==> src/pif_pkg.sv <==
// Purpose: Constants for the peripheral interrupt flag block
// Assumes: APB word-aligned register map, 8-bit registers in low byte
// Notes: Unused upper bits of every register read as zero
package pif_pkg;
  // ==========================================================
  // Register byte offsets
  localparam logic [7:0] OFF_EN1 = 8'h00;
  localparam logic [7:0] OFF_EN4 = 8'h04;
  localparam logic [7:0] OFF_REQ5 = 8'h08;
  localparam logic [7:0] OFF_PIE5 = 8'h0c;
  localparam logic [7:0] OFF_INTCTL = 8'h10;
  localparam logic [7:0] OFF_IRQ_STAT = 8'h14;
  localparam logic [7:0] OFF_IRQ_MASK = 8'h18;
  // ==========================================================
  // Implemented-bit masks
  localparam logic [7:0] EN1_MASK = 8'hc3;
  localparam logic [7:0] EN4_MASK = 8'h3f;
  localparam logic [7:0] REQ5_MASK = 8'hf7;
  localparam logic [7:0] INTCTL_MASK = 8'hc0;
  localparam logic [1:0] IRQ_MASK_BITS = 2'h3;
  // ==========================================================
  // Field positions
  localparam int OSC_FAIL_BIT = 7;
  localparam int CLK_SWITCH_BIT = 6;
  localparam int CONV_THRESH_BIT = 1;
  localparam int CONV_DONE_BIT = 0;
  localparam int GLOBAL_EN_BIT = 7;
  localparam int PERIPH_EN_BIT = 6;
  localparam int CELL_FLAG_LSB = 4;
  localparam int ST_ACCEPT_BIT = 0;
  localparam int ST_STALE_BIT = 1;
  // ==========================================================
  // Reset values and vectors
  localparam logic [7:0] REG_RESET = 8'h00;
  localparam logic [14:0] RESET_VECTOR = 15'h0000;
  localparam logic [14:0] INT_VECTOR = 15'h0004;
endpackage

==> src/pif_top.sv <==
// Purpose: Peripheral interrupt enables, request flags, core request
// Assumes: All event inputs come from logic on pclk
// Notes: APB slave answers with zero wait states
// Summary of operation
// - On accepted interrupt load vector 0004h; reset vector is 0000h.
// - First enable bit 7 gates oscillator-fail interrupt.
// - First enable bit 6 gates clock-switch-complete interrupt.
// - First enable bit 0 gates converter done interrupt.
// - First enable bits 5..2 ignore writes and read zero.
// - Timer enable register holds six enables, bits 7..6 read zero.
// - Request bits 7..4 set by logic cells 4..1, held until cleared.
// - Flags set regardless of enable and global enable bits.
// - Peripheral interrupts reach core only with peripheral enable set.
//
// Decided for this implementation: the placing of the registers and the APB slave port.
`timescale 1ns/100ps
module pif_top (
  input wire logic pclk,
  input wire logic presetn,
  input wire logic psel,
  input wire logic penable,
  input wire logic pwrite,
  input wire logic [7:0] paddr,
  input wire logic [31:0] pwdata,
  input wire logic [3:0] pstrb,
  output logic [31:0] prdata,
  output logic pready,
  output logic pslverr,
  input wire logic osc_fail_req,
  input wire logic clk_switch_req,
  input wire logic conv_threshold_req,
  input wire logic conv_done_req,
  input wire logic [5:0] timer_req,
  input wire logic [3:0] logic_cell_int,
  input wire logic [2:0] timer_gate,
  input wire logic core_int_ack,
  output logic core_int_req,
  output logic [14:0] vector_addr,
  output logic irq
);
  // ==========================================================
  // Register state
  logic [7:0] periph_int_enable_1;
  logic [7:0] periph_int_enable_4;
  logic [7:0] periph_int_request_5;
  logic [7:0] periph_int_enable_5;
  logic [7:0] int_control_reg;
  logic [1:0] irq_status;
  logic [1:0] irq_mask;
  logic [2:0] gate_prev;
  logic global_int_en;
  logic periph_int_global_en;

  // ==========================================================
  // APB decode
  logic wr_en;
  logic setup;
  logic mapped;
  logic [7:0] wbyte;

  assign setup = psel && !penable;
  assign wr_en = psel && penable && pwrite && pstrb[0];
  assign wbyte = pwdata[7:0];
  assign pready = 1'b1;

  always_comb begin
    case (paddr)
      pif_pkg::OFF_EN1, pif_pkg::OFF_EN4, pif_pkg::OFF_REQ5,
      pif_pkg::OFF_PIE5, pif_pkg::OFF_INTCTL, pif_pkg::OFF_IRQ_STAT,
      pif_pkg::OFF_IRQ_MASK: mapped = 1'b1;
      default: mapped = 1'b0;
    endcase
  end

  // Unmapped addresses error in the access phase only
  assign pslverr = psel && penable && !mapped;

  // ==========================================================
  // Enable registers
  // all bits clear at reset
  always_ff @(posedge pclk or negedge presetn) begin
    if (!presetn) begin
      periph_int_enable_1 <= pif_pkg::REG_RESET;
    // bit 7, bit 6, bit 1, bit 0 writable
    end else if (wr_en && paddr == pif_pkg::OFF_EN1) begin
      periph_int_enable_1 <= wbyte & pif_pkg::EN1_MASK;
    end
  end

  always_ff @(posedge pclk or negedge presetn) begin
    if (!presetn) begin
      periph_int_enable_4 <= pif_pkg::REG_RESET;
    end else if (wr_en && paddr == pif_pkg::OFF_EN4) begin
      periph_int_enable_4 <= wbyte & pif_pkg::EN4_MASK;
    end
  end

  always_ff @(posedge pclk or negedge presetn) begin
    if (!presetn) begin
      periph_int_enable_5 <= pif_pkg::REG_RESET;
    end else if (wr_en && paddr == pif_pkg::OFF_PIE5) begin
      periph_int_enable_5 <= wbyte & pif_pkg::REQ5_MASK;
    end
  end

  always_ff @(posedge pclk or negedge presetn) begin
    if (!presetn) begin
      int_control_reg <= pif_pkg::REG_RESET;
    end else if (wr_en && paddr == pif_pkg::OFF_INTCTL) begin
      int_control_reg <= wbyte & pif_pkg::INTCTL_MASK;
    end
  end

  assign global_int_en = int_control_reg[pif_pkg::GLOBAL_EN_BIT];
  assign periph_int_global_en = int_control_reg[pif_pkg::PERIPH_EN_BIT];

  // ==========================================================
  // Request flags
  logic [7:0] flag_set;
  logic [7:0] next_req5;

  always_ff @(posedge pclk or negedge presetn) begin
    if (!presetn) begin
      gate_prev <= 3'h0;
    end else begin
      gate_prev <= timer_gate;
    end
  end

  // gate closing is a falling edge, bit 3 stays zero
  assign flag_set = {logic_cell_int, 1'b0, gate_prev & ~timer_gate};

  // set ignores every enable; set wins over a clear
  always_comb begin
    next_req5 = periph_int_request_5;
    if (wr_en && paddr == pif_pkg::OFF_REQ5) begin
      next_req5 = wbyte;
    end
    next_req5 = (next_req5 | flag_set) & pif_pkg::REQ5_MASK;
  end

  always_ff @(posedge pclk or negedge presetn) begin
    if (!presetn) begin
      periph_int_request_5 <= pif_pkg::REG_RESET;
    end else begin
      periph_int_request_5 <= next_req5;
    end
  end

  // ==========================================================
  // Core request and vector
  logic [3:0] misc_src;
  logic [7:0] en1_src;
  logic any_pending;

  assign misc_src = {osc_fail_req, clk_switch_req,
                     conv_threshold_req, conv_done_req};
  assign en1_src = {misc_src[3:2], 4'h0, misc_src[1:0]};
  assign any_pending =
    |(periph_int_enable_1 & en1_src) ||
    |(periph_int_enable_4 & {2'h0, timer_req}) ||
    |(periph_int_enable_5 & periph_int_request_5);

  // flag, enable and both global enables
  assign core_int_req = any_pending && periph_int_global_en &&
                        global_int_en;

  always_ff @(posedge pclk or negedge presetn) begin
    if (!presetn) begin
      vector_addr <= pif_pkg::RESET_VECTOR;
    end else if (core_int_ack) begin
      vector_addr <= pif_pkg::INT_VECTOR;
    end
  end

  // ==========================================================
  // Status, mask and interrupt line
  logic stale_en;
  logic [1:0] st_set;

  // Enabling a source whose flag is already up hints at misuse
  assign stale_en = wr_en && (
    (paddr == pif_pkg::OFF_PIE5 &&
      |(wbyte & ~periph_int_enable_5 & periph_int_request_5)) ||
    (paddr == pif_pkg::OFF_EN1 &&
      |(wbyte & ~periph_int_enable_1 & en1_src & pif_pkg::EN1_MASK)));
  assign st_set = {stale_en, core_int_ack};

  always_ff @(posedge pclk or negedge presetn) begin
    if (!presetn) begin
      irq_status <= 2'h0;
    end else if (wr_en && paddr == pif_pkg::OFF_IRQ_STAT) begin
      irq_status <= (irq_status & ~wbyte[1:0]) | st_set;
    end else begin
      irq_status <= irq_status | st_set;
    end
  end

  always_ff @(posedge pclk or negedge presetn) begin
    if (!presetn) begin
      irq_mask <= 2'h0;
    end else if (wr_en && paddr == pif_pkg::OFF_IRQ_MASK) begin
      irq_mask <= wbyte[1:0] & pif_pkg::IRQ_MASK_BITS;
    end
  end

  assign irq = |(irq_status & irq_mask);

  // ==========================================================
  // Read data, captured in the setup phase
  logic [7:0] rd_byte;

  always_comb begin
    case (paddr)
      pif_pkg::OFF_EN1: rd_byte = periph_int_enable_1;
      pif_pkg::OFF_EN4: rd_byte = periph_int_enable_4;
      pif_pkg::OFF_REQ5: rd_byte = periph_int_request_5;
      pif_pkg::OFF_PIE5: rd_byte = periph_int_enable_5;
      pif_pkg::OFF_INTCTL: rd_byte = int_control_reg;
      pif_pkg::OFF_IRQ_STAT: rd_byte = {6'h00, irq_status};
      pif_pkg::OFF_IRQ_MASK: rd_byte = {6'h00, irq_mask};
      default: rd_byte = 8'h00;
    endcase
  end

  always_ff @(posedge pclk or negedge presetn) begin
    if (!presetn) begin
      prdata <= 32'h0000_0000;
    end else if (setup) begin
      prdata <= {24'h00_0000, rd_byte};
    end
  end
endmodule
==> config.mk <==
export PLATFORM = sky130hd
export DESIGN_NAME = pif_top
export DESIGN_NICKNAME = d
export VERILOG_FILES = /design/src/pif_pkg.sv /design/src/pif_top.sv
export SDC_FILE = /design/constraint.sdc
export NUM_CORES = 1
export LEC_CHECK = 0
export ABC_AREA = 1
export BUFFER_PORTS_ARGS = -buffer_cell sky130_fd_sc_hd__buf_2
export CORE_MARGIN = 3
export CORE_UTILIZATION = 49
export CTS_BUF_LIST = sky130_fd_sc_hd__clkbuf_8
export DETAILED_ROUTE_END_ITERATION = 8
export PLACE_DENSITY_LB_ADDON = 0.3
export SETUP_SLACK_MARGIN = 0.02
export SYNTH_ARGS = -nofsm -noshare
export SYNTH_HDL_FRONTEND = slang
export SYNTH_SLANG_ARGS = --single-unit
==> constraint.sdc <==
create_clock -name pclk -period 1.21 [get_ports pclk]
set_clock_uncertainty 0.1 [all_clocks]
set_input_delay 0.0605 -clock pclk [delete_from_list [all_inputs] [get_ports pclk]]
set_output_delay 0.0605 -clock pclk [all_outputs]
set_load 0.005 [all_outputs]
==> impl_metrics.tcl, run 1 <==
set metrics [dict create \
    final_area_sq_um 3398 \
    root_buffer "clkbuf_8" \
    grt-ovfl-total 0 \
    die_h_um 79.39 \
    postRouteAntennaNets 0 \
    seq_area_frac_synth_pct 39.83 \
    antenna_found_initial 0 \
    rows 26 \
    sequentialPowerShare_pct 52.0 \
    die_x_um 79.39 \
    slew_viol_final 0 \
    vias 2413 \
    dpl-instance-area_sq_um 3015 \
    setup_viol 1 \
    port_buffers 51 \
    drtPass1Iterations 4 \
    p_total_w 0.002739 \
    grt_first_pass_wirelength_mm 10.09 \
    path_clk_slew_ns 0.08 \
    swShare_pct 26.25 \
    min_path_type "in2reg" \
    end_kind "output pin" \
    grt_pass1_vias 2283 \
    start_util_pct 51.02 \
    cts_buffer_depth 2 \
    syn_area_sq_um 2639 \
    numCtsBuffers 5 \
    drtIter0Drc 114 \
    rsz0062_at_grt "true" \
    drive_gt1_share_pct 32.64 \
    syn_area_per_cell_sq_um 7.972 \
    drc 0 \
    cp_max_fo 2 \
    io-pin-count 118 \
    layout_commonest_cell "nand2_1" \
    drv_cap 0 \
    period_share_pct 127.2 \
    numClockSinks 42 \
    synth.top_cells.by_area "dfrtp_1 (40%), nand2_1 (14%), buf_4 (11%)" \
    grt_util_all_layers_pct 20.40 \
    dp_hpwl_mm 4.585 \
    finalHoldViolCount 0 \
    critical_path_required_ns 1.05 \
    internal_power_w 0.002020 \
    antenna_cells 0 \
    dominantRegCellSynth "dfrtp_1" \
    fmax_ghz 0.6499 \
    cp.arrival_ns 1.38 \
    reg_top3 "prdata: 8 flops, periph_int_enable_5: 7 flops, periph_int_request_5: 7 flops" \
    largest_reg_flops 8 \
    largest_register "prdata" \
    status "finished with violations" \
    ys_warn_count 0 \
    fin_crit_ns 1.539 \
    synth_edf_count 0 \
    p_leak_nw 1.870 \
    final_cell_mix "nand2_1 (96), buf_2 (50), dfrtp_1 (42)" \
    via_per_inst 4.778 \
    fp.dieArea_sq_um 6302 \
    wire_per_inst_um 12.68 \
    violations "negative setup slack" \
    cts_tree "done" \
    synthToLayoutAreaGrowth_pct 28.78 \
    core_sq_um 5172 \
    fin_ws_ns -0.3286 \
    synth_top_cell_by_area "dfrtp_1" \
    synth_cells 331 \
    irDropWorstVdd_v 0.0006381 \
    wirelength_mm 6.405 \
    nets 501 \
    cellPowerDensity_nw_per_um2 805.9 \
    clkPwrFrac_pct 34.5 \
    async_reset_ff_share_pct 100.0 \
    grt_max_degree 43 \
    yosysUniqueCellTypes 30 \
    start_kind "register" \
    ys_seq_elements 42 \
    pwr-share-comb_pct 13.5 \
    path_class "reg2out" \
    utilization_pct 65.70 \
    htreeDepth 2 \
    clock_latency_ns 0.30 \
    synth_top_area_share_pct 39.83 \
    switchingPower_w 0.0007190 \
    gp_congestion 0.8605 \
]
[power by group through the flow]
| stage | combinational (W) | sequential, W | clock [W] |
|---|---|---|---|
| after floorplan | 0.000226 | 0.00145 | 0 |
| after global placement | 0.000300 | 0.00145 | 0 |
| after detailed placement | 0.000305 | 0.00145 | 0 |
| after CTS | 0.000345 | 0.00143 | 0.000953 |
| after global routing | 0.000411 | 0.00143 | 0.00103 |
| final | 0.000368 | 0.00143 | 0.000945 |
[critical path: stages (launching register included)]
cell,delay (ns)
dfrtp_1,0.40
nand2_1,0.07
nand2_1,0.06
a221oi_2,0.21
nand3_1,0.10
nand2_1,0.09
inv_1,0.04
buf_2,0.12
[synth_stat cells (2+ instances only)]
| library cell | number |
|---|---|
| inv_2 | 3 |
| nand4_1 | 3 |
| conb_1 | 2 |
| buf_6 | 2 |
| buf_4 | 39 |
| nand3_1 | 27 |
| nand2_1 | 98 |
| nor2_4 | 6 |
| nand3_4 | 2 |
| a22oi_1 | 3 |
| nand2_2 | 4 |
| o21ai_1 | 10 |
| a21oi_1 | 3 |
| a22o_1 | 2 |
| dfrtp_1 | 42 |
| o21ai_2 | 6 |
| nor2_2 | 2 |
| inv_1 | 28 |
| nor2_8 | 3 |
| o211ai_1 | 3 |
| o21ai_0 | 16 |
| nor2_1 | 16 |
| nand2_4 | 2 |
| a21oi_2 | 3 |
[kinds of logic after synthesis]
| kind of cell | count (synthesis) | synth area share (%) |
|---|---|---|
| and+or+nand+nor | 165 | 31.01 |
| buffers and inverters | 73 | 17.12 |
| AOI/OAI and AO/OA | 49 | 11.76 |
| DFF | 42 | 39.83 |
| other | 2 | 0.2846 |
[path summary, 6_finish.rpt]
path | cells after the start | start | endpoint | slack, ns
max | 7 | periph_int_enable_1[6]$_DFFE_PN0P_ | core_int_req | -0.33
min | 3 | pwdata[7] | periph_int_request_5[7]$_DFF_PN0_ | 0.05
max reg2reg | 6 | periph_int_enable_1[6]$_DFFE_PN0P_ | irq_status[1]$_DFF_PN0_ | 0.04
min reg2reg | 1 | vector_addr[2]$_DFFE_PN0P_ | vector_addr[2]$_DFFE_PN0P_ | 0.37
max in group asynchronous | 3 | presetn | irq_mask[0]$_DFFE_PN0P_ | 0.63
min in group asynchronous | 3 | presetn | prdata[3]$_DFFE_PN0P_ | 0.17
[repair_timing]
item,in CTS,in global routing
endpoints found under the hold margin,61,0
endpoints found under the setup margin,3,7
pin swaps,1,14
hold buffers,15,0
buffers inserted,1,7
gates resized for setup,3,25
[metrics by stage]
stage	worst slack, ns	cells	hold WS, ns	TNS (ns)
2_1_floorplan	0.1740	368	-0.3351	0
3_3_place_gp	-0.07950	476	-0.05106	-0.08503
3_5_place_dp	-0.07062	476	-0.04843	-0.5831
4_1_cts	-0.2963	500	0.01963	-0.2963
5_1_grt	-0.4182	505	0.07061	-0.4688
6_report	-0.3286	505	0.05292	-0.3286
[area by class of cell]
class	count	area, sq um
Clock buffer	6	82.58
Clock inverter	2	8.758
Fill cell	455	1774
Inverter	31	118.9
Multi-Input combinational cell	253	1348
Sequential cell	42	1051
Tap cell	70	87.58
Timing Repair Buffer	101	701.9
[per-layer routing]
layer / GRT usage, % / vias to the layer above / share of wire (%)
li1: - / 1192 / -
met5: 0 / - / 0
met1: 26.00 / 1126 / 43
met4: 6.701 / 0 / 1.6
met2: 34.76 / 84 / 49
met3: 3.950 / 11 / 5.8
No activity file was read; power rests on OpenSTA's default activity.
==> inputs of run 2 (changes only) <==
- MAX_ROUTING_LAYER: default -> met4
- SETUP_SLACK_MARGIN: 0.02 -> 0.1
- SKIP_LAST_GASP: default -> 1
==> run 2 against run 1 <==
Effect of this change: maximum frequency up 0.55%; cell area up 3.9%; global-route usage rose by 0.49 points; via count increased by 2.1%; combinational power rose by 7.9%; the run still ends with negative setup slack left; sequential cell count unchanged; count of clock-buffer cells in the layout unchanged; sequential share of layout area shrank 1.2 points; total power increased by 0.93%.
==> impl_metrics.tcl, run 2 (synthesis results as in run 1) <==
set metrics [dict create \
    cts_buffer_depth 2 \
    start_kind "register" \
    largest_register "prdata" \
    path_class "reg2out" \
    rows 26 \
    cellPowerDensity_nw_per_um2 783.1 \
    drive_gt1_share_pct 34.91 \
    antenna_found_initial 0 \
    nets 510 \
    core_sq_um 5172 \
    internal_power_w 0.002039 \
    pwr-share-comb_pct 14.4 \
    start_util_pct 51.02 \
    grt-ovfl-total 0 \
    grt_util_all_layers_pct 20.89 \
    fillers 431 \
    die_h_um 79.39 \
    final-seq-area_sq_um 1051 \
    grt_max_degree 43 \
    drv_cap 0 \
    final_cell_mix "nand2_1 (94), buf_2 (46), dfrtp_1 (42)" \
    place_ws_ns -0.07062 \
    rsz0062_at_grt "true" \
    p_total_w 0.002764 \
    critical_path_required_ns 1.05 \
    numCtsBuffers 5 \
    wirelength_mm 6.526 \
    violations "negative setup slack" \
    drtPass1Iterations 4 \
    drc 0 \
    grt_first_pass_wirelength_mm 10.05 \
    fin_worst_hold_slack_ns 0.02770 \
    swShare_pct 26.22 \
    clkPwrFrac_pct 34.1 \
    grt_pass1_vias 2264 \
    reg_top3 "prdata: 8 flops, periph_int_enable_5: 7 flops, periph_int_request_5: 7 flops" \
    fin_ws_ns -0.3202 \
    numClockSinks 42 \
    end_kind "output pin" \
    period_share_pct 126.5 \
    postRouteAntennaNets 0 \
    largest_reg_flops 8 \
    sequentialPowerShare_pct 51.6 \
    via_per_inst 4.794 \
    die_x_um 79.39 \
    dr_wl_met2_mm 3.259 \
    setup_viol 2 \
    p_leak_nw 1.946 \
    vias 2464 \
    htreeDepth 2 \
    fmax_ghz 0.6535 \
    multi_input_area_sq_um 1373 \
    wire_per_inst_um 12.70 \
    irDropWorstVdd_v 0.0005938 \
    drtIter0Drc 163 \
    maxUsedRoutingLayer "met4" \
    dp_hpwl_mm 4.585 \
    port_buffers 51 \
    cp_max_fo 2 \
    path_clk_slew_ns 0.08 \
    finalHoldViolCount 0 \
    antenna_cells 0 \
    status "finished with violations" \
    min_path_type "in2reg" \
    slew_viol_final 0 \
    gp_congestion 0.8743 \
    synthToLayoutAreaGrowth_pct 33.76 \
    cts_tree "done" \
    fin_crit_ns 1.530 \
    layout_commonest_cell "nand2_1" \
    root_buffer "clkbuf_8" \
    clock_latency_ns 0.30 \
    dr_wl_met3_um 382 \
    switchingPower_w 0.0007248 \
    cp.arrival_ns 1.37 \
    io-pin-count 118 \
    fp.dieArea_sq_um 6302 \
    wl_met1_mm 2.770 \
]
-- run 2: cell count changes in the layout (fill, tap and decap cells not counted), sizes merged --
cell,before,now
buf,86,95
-- run 2: repair_timing --
item                                   CTS  global route
resized for setup                       10            38
hold buffers                            15             0
setup endpoints to repair                5             8
gates cloned                             0             0
endpoints found under the hold margin   61             0
pin swaps                                5            31
setup buffers                            3            14
-- run 2: critical path: stages, from the launching register on --
cell	delay, ns
dfrtp_1	0.39
nand2_1	0.06
nand2_1	0.06
a221oi_2	0.21
nand3_1	0.10
nand2_1	0.09
inv_1	0.04
buf_2	0.12
-- run 2: area by class of cell --
type | instances | area share (%)
multi-input combinational | 253 | 38.89
timing repair buffer | 110 | 22.83
inverter | 31 | 3.438
clock buffer | 6 | 2.340
tap | 70 | 2.481
sequential | 42 | 29.78
clock inverter | 2 | 0.2481
-- run 2: layer usage --
| layer | GRT usage (%) | vias to the layer above |
|---|---|---|
| li1 | - | 1215 |
| met1 | 26.23 | 1150 |
| met2 | 34.68 | 89 |
| met3 | 3.612 | 10 |
| met4 | 6.357 | 0 |
| met5 | - | - |
-- run 2: final timing paths --
check | from | end | cells after the start | slack [ns]
setup / recovery | periph_int_enable_1[6]$_DFFE_PN0P_ | core_int_req | 7 | -0.32
hold / removal | pwdata[6] | periph_int_request_5[6]$_DFF_PN0_ | 3 | 0.03
setup reg to reg | periph_int_enable_1[6]$_DFFE_PN0P_ | irq_status[1]$_DFF_PN0_ | 6 | 0.10
hold reg to reg | vector_addr[2]$_DFFE_PN0P_ | vector_addr[2]$_DFFE_PN0P_ | 1 | 0.36
max in group asynchronous | presetn | gate_prev[1]$_DFF_PN0_ | 3 | 0.63
min in group asynchronous | presetn | prdata[3]$_DFFE_PN0P_ | 3 | 0.17
-- run 2: stage by stage --
step           utilization, %  std cells  TNS [ns]  instance area [sq um]
3_3_place_gp            58.30        476  -0.08503                   3015
4_1_cts                 64.05        502   -0.2963                   3313
6_report                68.24        514   -0.3210                   3530
2_1_floorplan               -        368         0                   2778
5_1_grt                 68.24        514   -0.4470                   3530
3_5_place_dp            58.30        476   -0.5831                   3015
-- run 2: power groups by stage --
stage | Sequential [W] | Combinational [W] | Clock, W
global placement | 0.00145 | 0.000300 | 0
CTS | 0.00143 | 0.000352 | 0.000953
floorplan | 0.00145 | 0.000226 | 0
detailed placement | 0.00145 | 0.000305 | 0
finish | 0.00143 | 0.000397 | 0.000942
global route | 0.00143 | 0.000441 | 0.00103
